File: src/include/power_ok_flag_pkg.sv
// constants for the power-good qualifier and reference clock selector
// assumes a 125 MHz core clock and a feedback sense code in millivolts
//
// How it works
// - in window within ten percent of 1V
// - sixty-four in-window reference cycles assert flag
// - early window exit clears count, flag stays low
// - sixty-four out-of-window cycles deassert flag
// - window return clears count, flag stays high
// - flag is an open-drain output
// - sync strap high 1 MHz, low 500 kHz
// - toggling sync 100 kHz-5 MHz becomes reference
// - open-drain output carries inverted reference clock
// - reference clock times switching and counter
// - reference falling edge turns high side on
// - shutdown or lockout tri-states switch output
package power_ok_flag_pkg;

	// ----------------------------------------
	// clock and timing
	// ----------------------------------------
	localparam int CORE_PERIOD_NS   = 8;
	localparam int OSC_FAST_NS      = 1000;   // 1 MHz period
	localparam int OSC_SLOW_NS      = 2000;   // 500 kHz period
	localparam int SYNC_MIN_NS      = 200;    // 5 MHz period
	localparam int SYNC_MAX_NS      = 10000;  // 100 kHz period
	localparam int OSC_FAST_CYC     = OSC_FAST_NS / CORE_PERIOD_NS;
	localparam int OSC_SLOW_CYC     = OSC_SLOW_NS / CORE_PERIOD_NS;
	localparam int SYNC_MIN_CYC     = (SYNC_MIN_NS + CORE_PERIOD_NS - 1) / CORE_PERIOD_NS;
	localparam int SYNC_MAX_CYC     = SYNC_MAX_NS / CORE_PERIOD_NS;
	localparam int TMR_W            = 12;

	// ----------------------------------------
	// window thresholds in millivolts
	// ----------------------------------------
	localparam int SENSE_W          = 12;
	localparam logic [11:0] WIN_LO_ENTER = 12'h384;  // 900 mV
	localparam logic [11:0] WIN_HI_ENTER = 12'h44c;  // 1100 mV
	localparam logic [11:0] WIN_LO_EXIT  = 12'h366;  // 870 mV, 30 mV hysteresis
	localparam logic [11:0] WIN_HI_EXIT  = 12'h46a;  // 1130 mV

	// ----------------------------------------
	// qualifier
	// ----------------------------------------
	localparam int QUAL_W           = 7;
	localparam logic [6:0] QUAL_COUNT = 7'h40;       // 64 reference cycles
	localparam logic [6:0] QUAL_RESET = 7'h00;

	typedef enum logic [1:0] {REF_INTERNAL, REF_EXTERNAL} ref_mode_t;

endpackage

File: src/hw/power_good_top.sv
// power-good qualifier, reference clock selection and switch timing
// assumes the sense code comes from an adc clocked by the core clock;
// sync, shutdown, lockout and current trip are asynchronous pins
`timescale 1ns/1ns
`default_nettype none
module power_good_top
	import power_ok_flag_pkg::*;
(
	input  wire logic              CORE_CLK_IN,
	input  wire logic              RESETN_IN,
	input  wire logic [SENSE_W-1:0] FEEDBACK_SENSE_IN,
	input  wire logic              SYNC_IN,
	input  wire logic              SHUTDOWN_N_IN,
	input  wire logic              UVLO_CLEAR_IN,
	input  wire logic              CURRENT_TRIP_IN,
	output var  logic              POWER_OK_FLAG_O_OUT,
	output var  logic              POWER_OK_FLAG_OE_OUT,
	output var  logic              INVERTED_CLOCK_O_OUT,
	output var  logic              INVERTED_CLOCK_OE_OUT,
	output var  logic              HIGH_SIDE_ON_OUT,
	output var  logic              LOW_SIDE_ON_OUT,
	output var  logic              SWITCH_OE_OUT,
	output var  logic              EXT_SYNC_OUT
);

	// --------------------------------
	// pin synchronisers
	// --------------------------------
	logic [3:0] meta_r;
	logic [3:0] sync_r;
	logic       sync_lvl;
	logic       shdn_n;
	logic       uvlo_ok;
	logic       trip;

	// two stages on every pin; the first stage feeds only the second
	always_ff @(posedge CORE_CLK_IN or negedge RESETN_IN) begin
		if (!RESETN_IN) begin
			meta_r <= 4'h0;
			sync_r <= 4'h0;
		end else begin
			meta_r <= {CURRENT_TRIP_IN, UVLO_CLEAR_IN, SHUTDOWN_N_IN, SYNC_IN};
			sync_r <= meta_r;
		end
	end
	assign sync_lvl = sync_r[0];
	assign shdn_n   = sync_r[1];
	assign uvlo_ok  = sync_r[2];
	assign trip     = sync_r[3];

	// --------------------------------
	// enable gating
	// --------------------------------
	logic enable_r;

	always_ff @(posedge CORE_CLK_IN or negedge RESETN_IN) begin
		if (!RESETN_IN) begin
			enable_r <= 1'b0;
		end else begin
			enable_r <= shdn_n & uvlo_ok;
		end
	end

	// --------------------------------
	// sync activity detection
	// --------------------------------
	logic              sync_prev_r;
	logic              sync_rise;
	logic [TMR_W-1:0]  per_r;
	logic              per_ok_r;
	ref_mode_t         mode_r;

	assign sync_rise = sync_lvl & ~sync_prev_r;

	// measures rising-edge spacing; a timeout drops back to the oscillator
	always_ff @(posedge CORE_CLK_IN or negedge RESETN_IN) begin
		if (!RESETN_IN) begin
			sync_prev_r <= 1'b0;
			per_r       <= '0;
			per_ok_r    <= 1'b0;
			mode_r      <= REF_INTERNAL;
		end else begin
			sync_prev_r <= sync_lvl;
			if (sync_rise) begin
				per_r    <= '0;
				per_ok_r <= (per_r >= TMR_W'(SYNC_MIN_CYC - 1)) && (per_r < TMR_W'(SYNC_MAX_CYC));
				// two good periods in a row are needed to lock
				if (per_ok_r && per_r >= TMR_W'(SYNC_MIN_CYC - 1) && per_r < TMR_W'(SYNC_MAX_CYC)) begin
					mode_r <= REF_EXTERNAL;
				end else begin
					mode_r <= REF_INTERNAL;
				end
			end else if (per_r >= TMR_W'(SYNC_MAX_CYC)) begin
				per_ok_r <= 1'b0;
				mode_r   <= REF_INTERNAL;  // a static pin is a strap
			end else begin
				per_r <= per_r + 1'b1;
			end
		end
	end

	// --------------------------------
	// internal oscillator
	// --------------------------------
	logic [TMR_W-1:0] osc_r;
	logic [TMR_W-1:0] osc_period;
	logic             osc_clk;

	// a static-high or open pin gives the fast rate
	assign osc_period = sync_lvl ? TMR_W'(OSC_FAST_CYC) : TMR_W'(OSC_SLOW_CYC);
	assign osc_clk    = osc_r < (osc_period >> 1);

	always_ff @(posedge CORE_CLK_IN or negedge RESETN_IN) begin
		if (!RESETN_IN) begin
			osc_r <= '0;
		end else if (osc_r >= osc_period - 1'b1) begin
			osc_r <= '0;
		end else begin
			osc_r <= osc_r + 1'b1;
		end
	end

	// --------------------------------
	// reference clock and its edges
	// --------------------------------
	logic ref_r;
	logic ref_prev_r;
	logic ref_rise;
	logic ref_fall;

	always_ff @(posedge CORE_CLK_IN or negedge RESETN_IN) begin
		if (!RESETN_IN) begin
			ref_r      <= 1'b0;
			ref_prev_r <= 1'b0;
		end else begin
			ref_r      <= (mode_r == REF_EXTERNAL) ? sync_lvl : osc_clk;
			ref_prev_r <= ref_r;
		end
	end
	assign ref_rise = ref_r & ~ref_prev_r;
	assign ref_fall = ~ref_r & ref_prev_r;

	// --------------------------------
	// window comparator with hysteresis
	// --------------------------------
	logic in_window_r;

	// wider exit limits keep the flag from chattering at the edge
	always_ff @(posedge CORE_CLK_IN or negedge RESETN_IN) begin
		if (!RESETN_IN) begin
			in_window_r <= 1'b0;
		end else if (in_window_r) begin
			in_window_r <= (FEEDBACK_SENSE_IN >= WIN_LO_EXIT) && (FEEDBACK_SENSE_IN <= WIN_HI_EXIT);
		end else begin
			in_window_r <= (FEEDBACK_SENSE_IN >= WIN_LO_ENTER) && (FEEDBACK_SENSE_IN <= WIN_HI_ENTER);
		end
	end

	// --------------------------------
	// power-good qualifier
	// --------------------------------
	logic power_ok;

	window_qualifier u_qual (
		.clk_in       (CORE_CLK_IN),
		.rst_n_in     (RESETN_IN),
		.disable_in   (~enable_r),
		.tick_in      (ref_rise),
		.in_window_in (in_window_r),
		.ok_out       (power_ok)
	);

	// --------------------------------
	// open-drain outputs
	// --------------------------------
	// pulling low means not good; released means good
	always_ff @(posedge CORE_CLK_IN or negedge RESETN_IN) begin
		if (!RESETN_IN) begin
			POWER_OK_FLAG_O_OUT   <= 1'b0;
			POWER_OK_FLAG_OE_OUT  <= 1'b1;
			INVERTED_CLOCK_O_OUT  <= 1'b0;
			INVERTED_CLOCK_OE_OUT <= 1'b0;
			EXT_SYNC_OUT          <= 1'b0;
		end else begin
			POWER_OK_FLAG_O_OUT   <= 1'b0;
			POWER_OK_FLAG_OE_OUT  <= ~power_ok;
			INVERTED_CLOCK_O_OUT  <= 1'b0;
			INVERTED_CLOCK_OE_OUT <= ref_r;
			EXT_SYNC_OUT          <= (mode_r == REF_EXTERNAL);
		end
	end

	// --------------------------------
	// switch timing
	// --------------------------------
	// high side from each reference falling edge until the current trips;
	// low side holds until the next falling edge (continuous conduction)
	always_ff @(posedge CORE_CLK_IN or negedge RESETN_IN) begin
		if (!RESETN_IN) begin
			HIGH_SIDE_ON_OUT <= 1'b0;
			LOW_SIDE_ON_OUT  <= 1'b0;
			SWITCH_OE_OUT    <= 1'b0;
		end else if (!enable_r) begin
			HIGH_SIDE_ON_OUT <= 1'b0;
			LOW_SIDE_ON_OUT  <= 1'b0;
			SWITCH_OE_OUT    <= 1'b0;
		end else if (ref_fall) begin
			HIGH_SIDE_ON_OUT <= 1'b1;
			LOW_SIDE_ON_OUT  <= 1'b0;
			SWITCH_OE_OUT    <= 1'b1;
		end else if (HIGH_SIDE_ON_OUT && trip) begin
			HIGH_SIDE_ON_OUT <= 1'b0;
			LOW_SIDE_ON_OUT  <= 1'b1;
			SWITCH_OE_OUT    <= 1'b1;
		end else begin
			SWITCH_OE_OUT    <= SWITCH_OE_OUT;
		end
	end

endmodule
`default_nettype wire

File: src/hw/window_qualifier.sv
// power-good debounce counter in both directions
// assumes tick_in is a one-cycle pulse per reference clock cycle
`timescale 1ns/1ns
`default_nettype none
module window_qualifier
	import power_ok_flag_pkg::*;
(
	input  wire logic clk_in,
	input  wire logic rst_n_in,
	input  wire logic disable_in,
	input  wire logic tick_in,
	input  wire logic in_window_in,
	output var  logic ok_out
);

	logic [QUAL_W-1:0] cnt_r;
	logic              ok_r;
	logic              moving;

	// the count only runs while the window state disagrees with the flag
	assign moving = ok_r ? ~in_window_in : in_window_in;
	assign ok_out = ok_r;

	// --------------------------------
	// counter and flag
	// --------------------------------
	always_ff @(posedge clk_in or negedge rst_n_in) begin
		if (!rst_n_in) begin
			cnt_r <= QUAL_RESET;
			ok_r  <= 1'b0;
		end else if (disable_in) begin
			cnt_r <= QUAL_RESET;
			ok_r  <= 1'b0;
		end else if (!moving) begin
			cnt_r <= QUAL_RESET;
		end else if (tick_in) begin
			if (cnt_r == QUAL_COUNT - 7'h01) begin
				cnt_r <= QUAL_RESET;
				ok_r  <= ~ok_r;
			end else begin
				cnt_r <= cnt_r + 7'h01;
			end
		end
	end

endmodule
`default_nettype wire

File: config.mk
export PLATFORM = sky130hd
export DESIGN_NAME = power_good_top
export DESIGN_NICKNAME = d
export VERILOG_FILES = /design/src/include/power_ok_flag_pkg.sv /design/src/hw/power_good_top.sv /design/src/hw/window_qualifier.sv
export SDC_FILE = /design/constraint.sdc
export NUM_CORES = 1
export LEC_CHECK = 0
export BUFFER_PORTS_ARGS = -buffer_cell sky130_fd_sc_hd__buf_2
export CORE_MARGIN = 10
export CORE_UTILIZATION = 25
export CTS_BUF_LIST = sky130_fd_sc_hd__clkbuf_4
export CTS_CLUSTER_SIZE = 10
export DETAILED_ROUTE_END_ITERATION = 6
export PLACE_DENSITY = 0.51
export SYNTH_ARGS = -nofsm -noshare
export SYNTH_HDL_FRONTEND = slang
export SYNTH_SLANG_ARGS = --single-unit
File: constraint.sdc
create_clock -name CORE_CLK_IN -period 2.3 [get_ports CORE_CLK_IN]
set_clock_uncertainty 0.05 [all_clocks]
set_input_delay 0.46 -clock CORE_CLK_IN [delete_from_list [all_inputs] [get_ports CORE_CLK_IN]]
set_output_delay 0.46 -clock CORE_CLK_IN [all_outputs]
set_load 0.005 [all_outputs]
==> results of run 1 <==
-- worst reg2reg max path: stages, from the launching register on --
cell and delay (ns):
dfrtp_1 0.37, inv_1 0.08, ha_1 0.28, or3b_2 0.11, a21oi_1 0.07, o31ai_1 0.88, nor2_1 0.11
-- final cells by class --
class	instances	area, um^2	area share, %
Sequential cell	52	1300	47.5
Multi-Input combinational cell	167	1020	37.2
Tap cell	129	161	5.89
Timing Repair Buffer	27	145	5.29
Clock buffer	6	45.0	1.64
Clock inverter	2	35.0	1.28
Inverter	9	33.8	1.23
-- cells by family after synthesis --
kind of cell | count (synthesis) | share of synthesized area [%]
muxes | 2 | 0.845
and+or+nand+nor | 96 | 20.9
DFF | 52 | 55.0
xor gates and xnor gates | 13 | 4.80
AOI/OAI and AO/OA | 42 | 10.9
other | 1 | 0.158
buffers and inverters | 13 | 2.69
adders and majority gates | 9 | 4.75
-- report_power, final --
group / internal [uW] / leakage (uW) / total, uW / switching (uW)
Sequential: 953 / 0.000688 / 993 / 39.8
Clock: 240 / 0.0000456 / 525 / 285
Combinational: 63.5 / 0.000472 / 145 / 81.4
-- registers in the layout, indices dropped and copies added (netlist names), 4 cells and up --
register      cells
meta_r            4
osc_r            12
per_r            12
sync_r            4
u_qual.cnt_r      7
-- synth_stat cells (3+ instances only) --
library cell	count	area, um^2
nand2b_1	5	31.3
and3_1	3	18.8
a31oi_1	3	18.8
or4_1	3	22.5
nor4_1	3	18.8
xor2_1	6	52.6
nand4_1	3	18.8
xnor2_1	7	61.3
or3_1	7	43.8
a211o_1	3	26.3
dfrtp_1	51	1280
a21boi_0	3	22.5
o21ai_0	8	40.0
inv_1	9	33.8
nor2_1	27	101
nor3_1	5	25.0
ha_1	9	113
and2_1	3	18.8
nand2_1	16	60.1
a21oi_1	16	80.1
nand3_1	13	65.1
-- layout by cell type, fill, tap and decap left out, drive strengths merged, types with 5 or more instances in the layout --
cell type / count
a21oi: 16
buf: 27
clkbuf: 6
conb: 5
dfrtp: 51
ha: 9
inv: 9
nand2: 16
nand2b: 5
nand3: 13
nor2: 27
nor3: 5
o21ai: 8
or3: 7
xnor2: 7
xor2: 6
-- stage by stage --
stage,util (%),std cells
after floorplan,-,232
after global placement,28.8,384
after detailed placement,28.8,384
after CTS,29.7,392
after global routing,29.7,392
final,29.7,392
-- per-layer routing --
layer / part of all wire [%] / vias to the layer above / wire length, um
met5: 0 / - / 0
met4: 1.5 / 0 / 66
met3: 4.4 / 7 / 195
met2: 44 / 28 / 1970
met1: 50 / 794 / 2230
li1: - / 868 / -
-- final timing paths --
path                       startpoint                    end  slack [ns]  cells past startpoint
setup / recovery            sync_r[0]               osc_r[6]        0.19                      6
hold / removal              RESETN_IN              mode_r[0]        0.13                      2
setup reg to reg            sync_r[0]               osc_r[6]        0.19                      6
hold reg to reg             meta_r[2]              sync_r[2]        0.31                      0
max in group asynchronous   RESETN_IN  INVERTED_CLOCK_OE_OUT        1.64                      2
min in group CORE_CLK_IN      SYNC_IN              meta_r[0]        0.13                      1
==> metrics.md, run 1 <==
| Metric | Value |
|---|---|
| Num rows | `35` |
| Core box area | `9240 um^2` |
| Largest delay contributor family on the critical path | `compound AO/OA/AOI/OAI gates` |
| Layout cells sized above 1 | `14.1%` |
| Pre-CTS WS | `0.203 ns` |
| Initial antenna violation count | `0` |
| WP data required | `2.47 ns` |
| Routed vias/inst | `4.33` |
| Chip Width | `117 um` |
| CTS tree | `done` |
| M1 GR Usage | `8.61%` |
| Sequential element share of the synthesized area | `55.0%` |
| H-tree lvl count | `2` |
| Synthesized area per cell | `10.4 um^2` |
| Maxcap violations | `0` |
| Setup crit end kind | `flip-flop` |
| Routability congestion estimate | `0.778` |
| Post_cts resized | `0` |
| Minimum hold slack | `0.129 ns` |
| Netlist cell types | `41` |
| Max frequency | `0.475 GHz` |
| Fin. Hold Viols | `0` |
| Slew Limit Fails | `0` |
| Period Utilization, post-route | `91.5%` |
| First-pass DRT Iterations | `4` |
| Final WS setup | `0.195 ns` |
| Crit Path Max Fanout | `9` |
| Detailed Place HPWL | `3.22 mm` |
| Critical Path Max Stage Delay | `0.88 ns` |
| Diodes inserted | `0` |
| Post-CTS Hold Buffers | `0` |
| Largest net degree at the start of global routing | `53` |
| Clock latency on the worst-skew pair | `0.38 ns` |
| Pwr Density | `606 nW/um^2` |
| Crit path DAT | `2.28 ns` |
| Dpl cell area | `2660 um^2` |
| Total power | `1660 uW` |
| # DRC | `0` |
| GR Util met2 | `9.97%` |
| Met3 usage | `2.16%` |
| Number of buffers created by CTS | `5` |
| Slew @ Worst Pin | `1.04 ns` |
| Detailed Route WL | `4.46 mm` |
| EDFF count, synth | `0` |
| Clock Sinks | `52` |
| Initial core utilization | `25.6%` |
| Final setup violating endpoints | `0` |
| Port Buffers | `23` |
| First-pass GRT wire length | `7.85 mm` |
| Congestion Overflow GR | `0` |
| Vias in the first global route | `1,699` |
| Static leakage | `0.00121 uW` |
| Root Buffer | `clkbuf_4` |
| Avg WL per Cell | `11.4 um` |
| CP Cell Sequence | `inv_1 -> ha_1 -> or3b_2 -> a21oi_1 -> o31ai_1 -> nor2_1` |
| Setup TNS Final | `0 ns` |
| Iteration-0 DRC Markers | `78` |
| Post-route ant nets | `0` |
| Synth Register Bits | `52` |
| Clock transition at the registers of the reported paths | `0.16 ns` |
| Fill cells | `966` |
| Die ar. | `13,800 um^2` |
| Longest Clk Path Bufs | `2` |
| P&R area growth vs syn | `15.7%` |
| Final Cell Area | `2740 um^2` |
| Status | `finished, final reports clean` |
| RSZ-0062 raised after global routing | `false` |
| Syn Std Cell Area | `2370 um^2` |
| Synth async-reset ratio | `100%` |
| Mapped Cells | `228` |
| Slowest cell on crit path | `o31ai_1` |
| Vias | `1,697` |
| GRT Util Overall | `6.71%` |
| Post-CTS Setup Inserts | `0` |
| Most crowded layer after global routing | `met2` |
| Slew margin rel. | `29.9%` |
| Min-delay worst type | `primary input to asynchronous set/reset pin` |
| I/O pins | `26` |
| Fin crit period | `2.11 ns` |
| Chip Height | `117 um` |
| Synth warn | `0` |
| Worst setup SP type | `flip-flop` |
| Critical path class | `flip-flop to flip-flop` |
| Most common flop cell mapped by yosys | `dfrtp_1` |
| Buf/Inv on CP | `1` |
| Post-layout net count | `289` |
| Worst VDD drop | `192 uV` |
Power figures use the tool's default switching activity.
==> run 2, diff against run 1 <==
CORE_UTILIZATION = 60   (was 25)
PLACE_DENSITY = 0.91   (was 0.51)
==> metrics.md, run 2 (synthesis results as in run 1) <==
| Metric | Value |
|---|---|
| Slowest cell on crit path | `or4_1 (was o31ai_1)` |
| I/O pins | `26 (unchanged)` |
| Avg WL per Cell | `13.7 um (was 11.4 um)` |
| Iteration-0 DRC Markers | `102 (was 78)` |
| Max frequency | `0.477 GHz (was 0.475 GHz)` |
| Vias in the first global route | `1,644 (was 1,699)` |
| Period Utilization, post-route | `91.2% (was 91.5%)` |
| Routability congestion estimate | `0.803 (was 0.778)` |
| Crit path DAT | `2.35 ns (was 2.28 ns)` |
| Slew margin rel. | `52.4% (was 29.9%)` |
| Initial core utilization | `63.3% (was 25.6%)` |
| Core box area | `3740 um^2 (was 9240 um^2)` |
| P&R area growth vs syn | `10.4% (was 15.7%)` |
| Longest Clk Path Bufs | `2 (unchanged)` |
| H-tree lvl count | `2 (unchanged)` |
| Number of buffers created by CTS | `5 (unchanged)` |
| Final setup violating endpoints | `0 (unchanged)` |
| RSZ-0062 raised after global routing | `false (unchanged)` |
| Largest net degree at the start of global routing | `28 (was 53)` |
| Post-route ant nets | `0 (unchanged)` |
| Clock latency on the worst-skew pair | `0.37 ns (was 0.38 ns)` |
| Setup TNS Final | `0 ns (unchanged)` |
| # DRC | `0 (unchanged)` |
| Chip Height | `82.8 um (was 117 um)` |
| Static leakage | `0.00119 uW (was 0.00121 uW)` |
| Root Buffer | `clkbuf_4 (unchanged)` |
| Commonest non-fill, non-tap cell in the layout | `dfrtp_1 (unchanged)` |
| First-pass GRT wire length | `7.22 mm (was 7.85 mm)` |
| Min-delay worst type | `primary input to asynchronous set/reset pin (unchanged)` |
| Post-layout net count | `289 (unchanged)` |
| Clock transition at the registers of the reported paths | `0.14 ns (was 0.16 ns)` |
| Fill cells | `285 (was 966)` |
| Worst setup SP type | `flip-flop (unchanged)` |
| Clock Sinks | `52 (unchanged)` |
| Fin crit period | `2.10 ns (was 2.11 ns)` |
| Diodes inserted | `0 (unchanged)` |
| Congestion Overflow GR | `0 (unchanged)` |
| CTS tree | `done (unchanged)` |
| Detailed Place HPWL | `3.18 mm (was 3.22 mm)` |
| Worst VDD drop | `509 uV (was 192 uV)` |
| WP data required | `2.55 ns (was 2.47 ns)` |
| Pwr Density | `582 nW/um^2 (was 606 nW/um^2)` |
| Most frequent cells in the layout | `dfrtp_1 (51), nor2_1 (27), buf_2 (23) (unchanged)` |
| Fin. Hold Viols | `0 (unchanged)` |
| Critical path class | `flip-flop to flip-flop (unchanged)` |
| Routed vias/inst | `5.64 (was 4.33)` |
| Crit Path Max Fanout | `12 (was 9)` |
| Initial antenna violation count | `0 (unchanged)` |
| Slew @ Worst Pin | `0.710 ns (was 1.04 ns)` |
| Setup crit end kind | `flip-flop (unchanged)` |
| Status | `finished, final reports clean (unchanged)` |
| Post-CTS Hold Buffers | `0 (unchanged)` |
| Slew Limit Fails | `0 (unchanged)` |
| Post-Place Cells | `303 (was 384)` |
| GRT Util Overall | `12.3% (was 6.71%)` |
| Biggest regs | `osc_r x12, per_r x12, u_qual.cnt_r x7 (unchanged)` |
| Maxcap violations | `0 (unchanged)` |
| Num rows | `22 (was 35)` |
| Critical Path Max Stage Delay | `0.55 ns (was 0.88 ns)` |
| Final non-filler cell total | `311 (was 392)` |
| Chip Width | `82.8 um (was 117 um)` |
| Layout cells sized above 1 | `14.1% (unchanged)` |
| Port Buffers | `23 (unchanged)` |
| First-pass DRT Iterations | `5 (was 4)` |
| Vias | `1,754 (was 1,697)` |
| Die ar. | `6860 um^2 (was 13,800 um^2)` |
| CP Cell Sequence | `or4_1 -> a211o_1 -> or3_1 -> a21oi_1 (was inv_1 -> ha_1 -> or3b_2 -> a21oi_1 -> o31ai_1 -> nor2_1)` |
| Detailed Route WL | `4.27 mm (was 4.46 mm)` |
## run 2: where the power goes
| part | internal [uW] | leakage, uW | switching [uW] | total [uW] |
|---|---|---|---|---|
| sequential | 953 | 0.000688 | 41.7 | 994 |
| combinational | 63.9 | 0.000473 | 82.7 | 147 |
| clock | 113 | 0.0000324 | 270 | 383 |
| total | 1130 | 0.00119 | 394 | 1520 |
## run 2: final cells by class
class                           instances  area (um^2)  share of cell area (%)
Sequential cell                        52         1300                    49.8
Clock inverter                          3         13.8                   0.526
Multi-Input combinational cell        167         1020                    39.1
Inverter                                9         33.8                    1.29
Timing Repair Buffer                   27          145                    5.55
Clock buffer                            5         37.5                    1.43
Tap cell                               48         60.1                    2.30
## run 2: worst max-delay path: cells and delay by family (launching register included)
kind            cells  cell delay [ns]
compound gates      2             0.58
simple gates        2             0.95
flops               1             0.46
## run 2: through the flow
stage,setup slack (ns),cell area (um^2),hold WS (ns),util (%),total power [uW]
6_report,0.202,2620,0.0173,69.9,1520
5_1_grt,0.126,2620,0.0392,69.9,1610
4_1_cts,0.106,2610,0.0256,69.8,1530
3_5_place_dp,0.115,2560,0.286,68.4,1160
3_3_place_gp,0.259,2560,0.283,68.4,1140
2_1_floorplan,0.376,2380,0.114,-,1090
## run 2: layer usage
layer / wire [um] / up-vias / GRT usage [%]
li1: - / 870 / -
met3: 182 / 9 / 3.22
met1: 1900 / 836 / 14.9
met5: 0 / - / 0
met4: 85 / 0 / 5.54
met2: 2100 / 39 / 19.9
## run 2: final timing paths
path                           start                   end  slack, ns  cells after the start
min                        RESETN_IN              enable_r       0.02                      1
min in group CORE_CLK_IN     SYNC_IN             meta_r[0]       0.13                      1
max in group asynchronous  RESETN_IN  POWER_OK_FLAG_OE_OUT       1.52                      2
max reg2reg                 per_r[1]              per_r[3]       0.20                      4
min reg2reg                meta_r[1]             sync_r[1]       0.30                      0
max                         per_r[1]              per_r[3]       0.20                      4
## run 2: timing repair
| item | in CTS | in global routing |
|---|---|---|
| gates resized for setup | 0 | 1 |
| buffers inserted | 0 | 0 |
| setup endpoints to repair | 0 | 9 |
==> run 3, diff against run 2 <==
PLACE_DENSITY = 0.81   (was 0.91)
clock period = 2.2 ns   (was 2.3 ns; I/O delays follow)
==> metrics.md, run 3 (synthesis results as in run 1) <==
| Metric | Value |
|---|---|
| Post_cts resized | `0 (unchanged)` |
| Clock transition at the registers of the reported paths | `0.14 ns (about the same)` |
| Diodes inserted | `0 (unchanged)` |
| # DRC | `0 (unchanged)` |
| Vias in the first global route | `1,729 (was 1,644)` |
| Largest net degree at the start of global routing | `53 (was 28)` |
| Slew Limit Fails | `0 (unchanged)` |
| Chip Height | `82.8 um (unchanged)` |
| Post-layout net count | `289 (unchanged)` |
| I/O pins | `26 (unchanged)` |
| H-tree lvl count | `2 (unchanged)` |
| Root Buffer | `clkbuf_4 (unchanged)` |
| Num rows | `22 (unchanged)` |
| Longest Clk Path Bufs | `2 (unchanged)` |
| Layout cells sized above 1 | `14.4% (was 14.1%)` |
| First-pass DRT Iterations | `4 (was 5)` |
| Post-Place Cells | `303 (unchanged)` |
| Commonest non-fill, non-tap cell in the layout | `dfrtp_1 (unchanged)` |
| Gate power share | `9.6% (about the same)` |
| Final non-filler cell total | `311 (unchanged)` |
| Number of buffers created by CTS | `5 (unchanged)` |
| Clock latency on the worst-skew pair | `0.37 ns (about the same)` |
| Minimum hold slack | `0.102 ns (was 0.0173 ns)` |
| Setup crit end kind | `flip-flop (unchanged)` |
| Vias | `1,688 (was 1,754)` |
| Clock power frac | `25.5% (was 25.1%)` |
| Period Utilization, post-route | `92.9% (was 91.2%)` |
| Fill cells | `276 (was 285)` |
| Initial antenna violation count | `0 (unchanged)` |
| Max frequency | `0.489 GHz (was 0.477 GHz)` |
| Maxcap violations | `0 (unchanged)` |
| Post-CTS Hold Buffers | `0 (unchanged)` |
| Avg WL per Cell | `13.5 um (was 13.7 um)` |
| Pwr Density | `610 nW/um^2 (was 582 nW/um^2)` |
| RSZ-0062 raised after global routing | `false (unchanged)` |
| Cell internal pwr | `1180 uW (was 1130 uW)` |
| GRT Util Overall | `12.8% (was 12.3%)` |
| Dpl cell area | `2560 um^2 (unchanged)` |
| Clock Sinks | `52 (unchanged)` |
| Critical path class | `flip-flop to flip-flop (unchanged)` |
| Routed vias/inst | `5.43 (was 5.64)` |
| Flop pwr share | `64.9% (was 65.3%)` |
| Post-route ant nets | `0 (unchanged)` |
| Final Cell Area | `2620 um^2 (about the same)` |
| CTS tree | `done (unchanged)` |
| Switching Share | `26.1% (was 25.9%)` |
| Post-CTS Setup Inserts | `0 (unchanged)` |
| Worst setup SP type | `flip-flop (unchanged)` |
| Min-delay worst type | `primary input to asynchronous set/reset pin (unchanged)` |
| Congestion Overflow GR | `0 (unchanged)` |
| Die ar. | `6860 um^2 (unchanged)` |
| Net switching power figure | `417 uW (was 394 uW)` |
| Fin. Hold Viols | `0 (unchanged)` |
| Initial core utilization | `63.3% (unchanged)` |
| Static leakage | `0.00119 uW (about the same)` |
| Chip Width | `82.8 um (unchanged)` |
| Slew @ Worst Pin | `0.639 ns (was 0.710 ns)` |
| Crit path DAT | `2.30 ns (was 2.35 ns)` |
| WP data required | `2.46 ns (was 2.55 ns)` |
| Fin crit period | `2.04 ns (was 2.10 ns)` |
| Core Util, Final | `69.9% (about the same)` |
| Port Buffers | `23 (unchanged)` |
| Setup TNS Final | `0 ns (unchanged)` |
| Iteration-0 DRC Markers | `95 (was 102)` |
| Detailed Place HPWL | `3.06 mm (was 3.18 mm)` |
| Status | `finished, final reports clean (unchanged)` |
| P&R area growth vs syn | `10.5% (was 10.4%)` |
| Crit Path Max Fanout | `12 (unchanged)` |
| Core box area | `3740 um^2 (unchanged)` |
| Detailed Route WL | `4.21 mm (was 4.27 mm)` |
| Final setup violating endpoints | `0 (unchanged)` |
| Biggest regs | `osc_r x12, per_r x12, u_qual.cnt_r x7 (unchanged)` |
| Routability congestion estimate | `0.774 (was 0.803)` |
| Worst VDD drop | `359 uV (was 509 uV)` |
| Most frequent cells in the layout | `dfrtp_1 (51), nor2_1 (27), buf_2 (23) (unchanged)` |
| First-pass GRT wire length | `7.57 mm (was 7.22 mm)` |
| Slew margin rel. | `57.1% (was 52.4%)` |
run 3: cell counts in the layout (fill, tap and decap cells not counted):
No cell type changed its count.
run 3: power groups by stage:
stage	Clock [uW]	Combinational, uW	Sequential (uW)
floorplan	0	90.6	1050
global placement	0	146	1050
detailed placement	0	153	1060
CTS	421	155	1040
global route	464	183	1040
finish	407	154	1040
run 3: worst max-delay path: stages, from the launching register on:
cell and delay [ns]:
dfrtp_1 0.46, or4_1 0.55, a211o_2 0.41, or3_1 0.37
a21oi_1 0.14
run 3: through the flow:
step	power [uW]	setup slack (ns)
5_1_grt	1690	0.0608
6_report	1600	0.156
3_5_place_dp	1210	0.107
3_3_place_gp	1200	0.225
2_1_floorplan	1140	0.276
4_1_cts	1610	0.100
run 3: path summary, 6_finish.rpt:
check                           startpoint  cells after the start          end  slack [ns]
worst min-delay path             RESETN_IN                      2    meta_r[2]        0.10
worst min register to register   meta_r[0]                      0    sync_r[0]        0.32
min in group CORE_CLK_IN           SYNC_IN                      1    meta_r[0]        0.11
worst max-delay path              per_r[1]                      4     per_r[6]        0.16
max in group asynchronous        RESETN_IN                      2  in_window_r        1.59
worst max register to register    per_r[1]                      4     per_r[6]        0.16
run 3: cell type report:
cell class	instances	area [um^2]	share of cell area (%)
multi-input combinational	167	1020	39.1
clock buffer	5	37.5	1.43
clock inverter	3	13.8	0.526
timing repair buffer	27	145	5.54
sequential	52	1300	49.8
tap	48	60.1	2.29
inverter	9	33.8	1.29
run 3: metal layers:
layer | global-route usage [%] | share of wire (%) | vias up | routed length (um)
met3 | 3.61 | 4.9 | 4 | 206
li1 | - | - | 862 | -
met2 | 20.4 | 48 | 26 | 2040
met1 | 15.5 | 46 | 796 | 1950
met5 | 0 | 0 | - | 0
met4 | 6.31 | 0.36 | 0 | 15
